[config.mk]
export PLATFORM = sky130hd
export DESIGN_NAME = vbcs_sequencer
export DESIGN_NICKNAME = d
export VERILOG_FILES = /design/src/shared/vbcs_pkg.sv /design/src/vbcs_vec_timer.sv /design/src/vbcs_sequencer.sv
export SDC_FILE = /design/constraint.sdc
export NUM_CORES = 1
export LEC_CHECK = 0
export BUFFER_PORTS_ARGS = -buffer_cell sky130_fd_sc_hd__buf_2
export CAP_MARGIN = 20
export CORE_ASPECT_RATIO = 1.75
export CORE_MARGIN = 1.5
export CORE_UTILIZATION = 30
export DETAILED_ROUTE_END_ITERATION = 8
export GPL_TIMING_DRIVEN = 0
export PLACE_DENSITY_LB_ADDON = 0.15
export SYNTH_ARGS = -nofsm -noshare
export SYNTH_HDL_FRONTEND = slang
export SYNTH_SLANG_ARGS = --single-unit
[constraint.sdc]
create_clock -name clk_i -period 2.6 [get_ports clk_i]
set_clock_uncertainty 0.1 [all_clocks]
set_input_delay 0.13 -clock clk_i [delete_from_list [all_inputs] [get_ports clk_i]]
set_output_delay 0.13 -clock clk_i [all_outputs]
set_load 0.02 [all_outputs]
[src/shared/vbcs_pkg.sv]
// shared constants and carrier types for the video board bus cycle sequencer
package vbcs_pkg;
  // clock and vector timing
  localparam int CLK_PERIOD_PS = 4000; // 250 MHz core clock
  localparam int VEC_PERIOD_NS = 200; // one vector per 5 MHz period
  localparam int CAP_DELAY_NS = 100; // capture at mid-period
  localparam int VEC_CYC = (VEC_PERIOD_NS * 1000) / CLK_PERIOD_PS; // longest time rounds down
  localparam int CAP_CYC = (CAP_DELAY_NS * 1000) / CLK_PERIOD_PS;
  localparam int CNT_W = 6; // holds VEC_CYC - 1
  localparam logic [CNT_W-1:0] VEC_LAST = CNT_W'(VEC_CYC - 1);
  localparam logic [CNT_W-1:0] CAP_POINT = CNT_W'(CAP_CYC);
  localparam int OFS_W = 4; // capture offset width
  // address regions, top nibble of the 20-bit byte address
  localparam logic [3:0] CTRL_REGION = 4'hf;
  localparam logic [3:0] VRAM_REGION = 4'he;
  localparam logic [15:0] DATA_RESET = 16'h0000;
  localparam logic [10:0] ADDR_RESET = 11'h000;

  // sequencer states, gray along idle-setup-strobe-hold-final
  typedef enum logic [2:0] {
    VBCS_IDLE = 3'h0,
    VBCS_SETUP = 3'h1,
    VBCS_STROBE = 3'h3,
    VBCS_HOLD = 3'h2,
    VBCS_FINAL = 3'h6
  } vbcs_state_t;

  // one bus cycle request
  typedef struct packed {
    logic write; // 1 write, 0 read
    logic extra_hold; // read: capture with strobes still low
    logic [19:0] addr; // byte address, bit 0 is a0
    logic [15:0] data; // write data
  } vbcs_cmd_t;

  // pins driven toward the video board, strobes active low
  typedef struct packed {
    logic [10:0] addr; // word address a11..a1
    logic a0; // spare pin carrying a0
    logic [15:0] data;
    logic data_oe; // high while data is driven
    logic rw; // 1 read, 0 write
    logic high_byte_strobe_n;
    logic low_byte_strobe_n;
    logic address_strobe_n;
    logic ctrl_page_select_n;
    logic vram_page_select_n;
  } vbcs_bus_t;
endpackage

[src/vbcs_vec_timer.sv]
// vector period timer: counts clock cycles within one vector
`timescale 1ns/10ps
`default_nettype none
module vbcs_vec_timer
  import vbcs_pkg::*;
(
  input wire logic clk_i,
  input wire logic nrst_i,
  input wire logic restart_i,
  output logic [CNT_W-1:0] count_o,
  output logic tick_o
);
  // whole state of the timer
  typedef struct packed {
    logic [CNT_W-1:0] cnt;
  } vbcs_tmr_t;

  vbcs_tmr_t r;
  vbcs_tmr_t next_r;

  // restart on a new vector, wrap at period end
  always_comb begin
    next_r = r;
    if (restart_i || r.cnt == VEC_LAST) begin
      next_r.cnt = '0;
    end else begin
      next_r.cnt = r.cnt + CNT_W'(1);
    end
  end

  // state register
  always_ff @(posedge clk_i or negedge nrst_i) begin
    if (!nrst_i) begin
      r <= '0;
    end else begin
      r <= next_r;
    end
  end

  assign count_o = r.cnt;
  assign tick_o = (r.cnt == VEC_LAST); // last cycle of the vector
endmodule
`default_nettype wire

[src/vbcs_sequencer.sv]
// bus cycle sequencer driving write and read cycles into the video board
// Operation
// - wait input is AND of both acks
// - page selects by region, gated by address strobe
// - controller low byte, video ram full word; controller byte strobe follows a0 instead
// - one vector per 200 ns period
// - drive word address lines a11 to a1
// - write: address, then data and strobes low
// - halt until ack falls, then final vector
// - read: same shape, direction kept high
// - capture data mid final read vector
// - programmable capture offset shifts sampling later
// - optional extra vector holding read strobes low
// - a0 picks low or high byte strobe
// - video ram swaps select, both strobes
`timescale 1ns/10ps
`default_nettype none
module vbcs_sequencer
  import vbcs_pkg::*;
(
  input wire logic clk_i,
  input wire logic nrst_i,
  input wire logic start_i, // request, taken when ready_o
  input wire vbcs_cmd_t cmd_i,
  input wire logic [OFS_W-1:0] capture_offset_i, // extra cycles after mid-period
  input wire logic controller_ack_n_i,
  input wire logic vram_ack_n_i,
  output logic ready_o,
  output logic done_o,
  output logic transfer_ack_n_o,
  output vbcs_bus_t bus_o,
  input wire logic [15:0] bus_data_i,
  output logic [15:0] rd_data_o,
  output logic rd_valid_o
);
  // whole state of the sequencer
  typedef struct packed {
    vbcs_state_t st;
    vbcs_cmd_t cmd;
    logic ack_q; // previous combined ack level
    logic ack_seen; // falling edge seen in strobe vector
    logic period_done; // strobe vector has lasted one period
    logic done;
    logic rd_valid;
    logic [15:0] rd_data;
    vbcs_bus_t bus;
  } vbcs_seq_t;

  vbcs_seq_t r;
  vbcs_seq_t next_r;
  logic transfer_ack_n; // combined acknowledge
  logic ack_fall;
  logic tick;
  logic [CNT_W-1:0] count;
  logic restart;
  logic [CNT_W-1:0] cap_at;
  logic [7:0] chk_len; // check helper: cycles spent in the current state
  localparam logic [7:0] LEN_VEC = 8'(VEC_CYC); // one vector in clock cycles, for checks

  // pin pattern for a given vector
  function automatic vbcs_bus_t drive(input vbcs_state_t st, input vbcs_cmd_t c);
    vbcs_bus_t b;
    logic vram;
    logic active;
    vram = (c.addr[19:16] == VRAM_REGION);
    active = (st == VBCS_STROBE) || (st == VBCS_HOLD);
    b.addr = c.addr[11:1];
    b.a0 = c.addr[0];
    b.data = c.data;
    // write data stays on through the final vector
    b.data_oe = c.write && (st != VBCS_IDLE) && (st != VBCS_SETUP);
    b.rw = !(active && c.write);
    b.address_strobe_n = !active;
    // page select only while the address strobe is low
    b.ctrl_page_select_n = !(active && c.addr[19:16] == CTRL_REGION);
    b.vram_page_select_n = !(active && vram);
    // odd address takes the low byte, video ram takes both
    b.low_byte_strobe_n = !(active && (vram || c.addr[0]));
    b.high_byte_strobe_n = !(active && (vram || !c.addr[0]));
    return b;
  endfunction

  assign transfer_ack_n = controller_ack_n_i & vram_ack_n_i;
  assign ack_fall = r.ack_q && !transfer_ack_n;
  assign cap_at = CAP_POINT + CNT_W'(capture_offset_i);
  assign restart = (next_r.st != r.st); // each vector starts a fresh period

  // vector period timer
  vbcs_vec_timer u_timer (
    .clk_i(clk_i),
    .nrst_i(nrst_i),
    .restart_i(restart),
    .count_o(count),
    .tick_o(tick)
  );

  // next-state logic
  always_comb begin
    next_r = r;
    next_r.done = 1'b0;
    next_r.rd_valid = 1'b0;
    next_r.ack_q = transfer_ack_n;
    case (r.st)
      // wait for a request
      VBCS_IDLE: begin
        if (start_i) begin
          next_r.cmd = cmd_i;
          next_r.st = VBCS_SETUP;
        end
      end
      // address only, controls high
      VBCS_SETUP: begin
        if (tick) begin
          next_r.st = VBCS_STROBE;
          next_r.ack_seen = 1'b0;
          next_r.period_done = 1'b0;
        end
      end
      // strobes low, halt until the ack falls
      VBCS_STROBE: begin
        if (ack_fall) begin
          next_r.ack_seen = 1'b1;
        end
        if (tick) begin
          next_r.period_done = 1'b1;
        end
        if ((r.ack_seen || ack_fall) && (r.period_done || tick)) begin
          if (!r.cmd.write && r.cmd.extra_hold) begin
            next_r.st = VBCS_HOLD;
          end else begin
            next_r.st = VBCS_FINAL;
          end
        end
      end
      // read strobes kept low while capturing
      VBCS_HOLD: begin
        if (count == cap_at) begin
          next_r.rd_data = bus_data_i;
          next_r.rd_valid = 1'b1;
        end
        if (tick) begin
          next_r.st = VBCS_FINAL;
        end
      end
      // controls back high, address held
      VBCS_FINAL: begin
        if (count == cap_at && !r.cmd.write && !r.cmd.extra_hold) begin
          next_r.rd_data = bus_data_i;
          next_r.rd_valid = 1'b1;
        end
        if (tick) begin
          next_r.st = VBCS_IDLE;
          next_r.done = 1'b1;
        end
      end
      default: begin
        next_r.st = VBCS_IDLE;
      end
    endcase
    next_r.bus = drive(next_r.st, next_r.cmd);
  end

  // state register
  always_ff @(posedge clk_i or negedge nrst_i) begin
    if (!nrst_i) begin
      r <= '0;
      r.st <= VBCS_IDLE;
      r.ack_q <= 1'b1;
      r.rd_data <= DATA_RESET;
      r.bus <= '{addr: ADDR_RESET, a0: 1'b0, data: DATA_RESET, data_oe: 1'b0, rw: 1'b1,
                 high_byte_strobe_n: 1'b1, low_byte_strobe_n: 1'b1, address_strobe_n: 1'b1,
                 ctrl_page_select_n: 1'b1, vram_page_select_n: 1'b1};
    end else begin
      r <= next_r;
    end
  end

  // outputs
  assign ready_o = (r.st == VBCS_IDLE);
  assign done_o = r.done;
  assign transfer_ack_n_o = transfer_ack_n;
  assign bus_o = r.bus;
  assign rd_data_o = r.rd_data;
  assign rd_valid_o = r.rd_valid;

  // check helper: counts cycles in a state, saturating, so long vectors need no unrolled repeats
  always_ff @(posedge clk_i or negedge nrst_i) begin
    if (!nrst_i) begin
      chk_len <= 8'h00;
    end else if (restart) begin
      chk_len <= 8'h00;
    end else if (chk_len != 8'hff) begin
      chk_len <= chk_len + 8'h01;
    end
  end
endmodule
`default_nettype wire

==> results.toml <==
[outcome]
status = "completed"

[timing]
setup_viol = 0
fin_hold_ws_ns = 0.112
tns_ns = 0
fmax_ghz = 0.435
grt_setup_unrepaired = "no"
period_share = 0.885
tightest_slew_ns = 0.654
slew-limit-headroom = 0.562
hold_violations = 0
period_minus_slack_ns = 2.30
drv_slew = 0

[synthesis]
ys_ff_latch = 71
synth.top_cell.area_share = 0.467
synth_common_cells = "dfrtp_1 (64), buf_4 (52), mux2_2 (33)"
synth.avg_cell_area_sq_um = 11.4
yosysMostFrequentCell = "dfrtp_1"
synth_nets = 367
synth_area_sq_um = 3430
ys_warn_count = 0
syn_inst = 301
yosysSeqAreaShare = 0.521
ys_types = 41
synth_ff_type = "dfrtp_1"
synthTopCellsByArea = "dfrtp_1 (47%), buf_4 (11%), mux2_2 (11%)"
yosys.area.top_type = "dfrtp_1"
synth-async-reset-ratio = 1.00
synth-edff-count = 0

[pwr]
pwr-share-clk = 0.522
internal-power_uw = 2380
swShare = 0.196
peakVddDrop_mv = 0.359
p_seq_frac = 0.388
power_leakage_uw = 0.00265
power.density_nw_per_um2 = 580
p_sw_uw = 580
combPwrFrac = 0.090

[clock_network]
cts_max_level = 3
cts_buffers = 9
cts_buffer_depth = 2
cts_tree = "built"
clock-sinks = 71
post-cts-setup-buffers = 0
clkSlewWorstSetupHoldPaths_ns = 0.06
clock_latency_ns = 0.32
cts_root_buffer = "clkbuf_16"

[final_layout]
antenna_cells = 0
syn_to_final_growth_pct = 48.9
design_area_sq_um = 5110
nets = 545
drive_gt1_frac = 0.471
final_cells = 616

[setup_path]
cp-start-kind = "flip-flop"
required_ns = 2.74
arrival_ns = 2.44
crit_fanout = 10
path_class = "reg2reg"
cp-end-kind = "flip-flop"
r2r_cells = 5
r2r_start = "r[96]"
reg2reg_slack_ns = 0.30
rr_endpoint = "bus_o[3]"

[grt]
grt_pass1_wl_microns = 12200
gr-usage-met2 = 0.233
grt_pass1_vias = 2663
met1_usage = 0.143
antenna_found_initial = 0
grt_max_degree = 58
grt-ovfl-total = 0
track_usage = 0.129
use_met3 = 0.0325
busiest_layer = "met2"

[floorplanning]
row_count = 51
core_sq_um = 11100
initial_core_util = 0.309
dieWidth_microns = 83.8
die_h_microns = 144
io_pins = 118
die_area_sq_um = 12100

[placed_design]
hpwl_microns = 5400
place_inst = 547
placed_area_sq_um = 4190
io_buffer_count = 113
place.gp.congestion = 0.797

[routing]
antenna_left = 0
drtPass1Iterations = 4
drt_iter0_markers = 60
wirelength_microns = 7590
wire_per_inst_microns = 12.3
via_count = 2644
vias_per_cell = 4.29
post-route-drc-count = 0

[run]
maxCapViolCount = 0

[worst_hold_path]
min_path_type = "in2async"
-- repair_timing --
| item | 4_1_cts | 5_1_grt |
|---|---|---|
| hold buffers | 53 | 0 |
| endpoints found under the hold margin | 119 | 0 |
| gates resized for setup | 0 | 1 |
| setup endpoints to repair | 0 | 2 |
-- state kept, by name, summed over array words and instances (netlist names) --
name             count
u_timer.count_o      6
bus_o               33
rd_valid_o           1
r                   14
done_o               1
rd_data_o           16
-- placed cells by master (no fill, tap or decap), types with 9 or more instances in the layout --
| cell type | netlist | layout |
|---|---|---|
| buf_2 | 1 | 113 |
| dfrtp_1 | 64 | 64 |
| buf_4 | 52 | 53 |
| dlygate4sd3_1 | 0 | 53 |
| mux2_2 | 33 | 33 |
| inv_1 | 25 | 25 |
| nand2_1 | 23 | 23 |
| mux2i_1 | 17 | 17 |
| nor2_1 | 12 | 12 |
| clkbuf_16 | 0 | 9 |
-- layout make-up --
cell class                      instances  area [sq um]
Fill cell                            1074          6000
Sequential cell                        71          1790
Timing Repair Buffer                  167          1130
Multi-Input combinational cell        144          1110
Buffer                                 61           449
Clock buffer                           11           253
Tap cell                              132           165
Clock inverter                          5           128
Inverter                               25          93.8
-- routing by layer --
metal / vias to the layer above / share of wire
li1: 1305 / -
met1: 1264 / 0.40
met2: 67 / 0.54
met3: 8 / 0.045
met4: 0 / 0.016
met5: - / 0
-- worst max path at each step --
| stage | from | endpoint | depth (start not counted) |
|---|---|---|---|
| floorplan | u_timer.count_o[1] | bus_o[3] | 7 |
| global placement | u_timer.count_o[0] | bus_o[3] | 6 |
| detailed placement | u_timer.count_o[0] | bus_o[3] | 6 |
| CTS | u_timer.count_o[0] | bus_o[4] | 6 |
| global route | r[96] | bus_o[4] | 5 |
| finish | r[96] | bus_o[3] | 5 |
-- logic make-up (layout without fill, tap and decap cells) --
group           after synthesis  count (layout)  synth area share
fa+ha+maj                     3               3            0.0110
compound gates               26              26            0.0496
simple gates                 56              56            0.0792
buf+inv                      86             269             0.158
xor+xnor                      9               9            0.0230
mux                          50              50             0.158
flops                        71              71             0.521
-- through the flow --
step | power (uW) | util | setup WS (ns)
final | 2960 | 0.460 | 0.299
after global routing | 3080 | 0.460 | 0.00234
after CTS | 3010 | 0.459 | 0.0542
after detailed placement | 1380 | 0.377 | 0.0714
after global placement | 1370 | 0.375 | 0.0542
after floorplan | 1270 | - | 0.588
-- power by group through the flow --
stage / registers [uW] / clock network, uW / logic (uW)
final: 1150 / 1540 / 268
after floorplan: 1160 / 0 / 106
after global placement: 1170 / 0 / 203
after detailed placement: 1170 / 0 / 210
after CTS: 1150 / 1590 / 273
after global routing: 1150 / 1640 / 293
-- worst max-delay path, cell delays in order (launching register included) --
cell and delay, ns:
dfrtp_1 0.38, clkbuf_1 0.24, nor3_2 0.62, clkbuf_1 0.44, o21ai_0 0.22, o221ai_1 0.21
No activity file was read; power rests on OpenSTA's default activity.
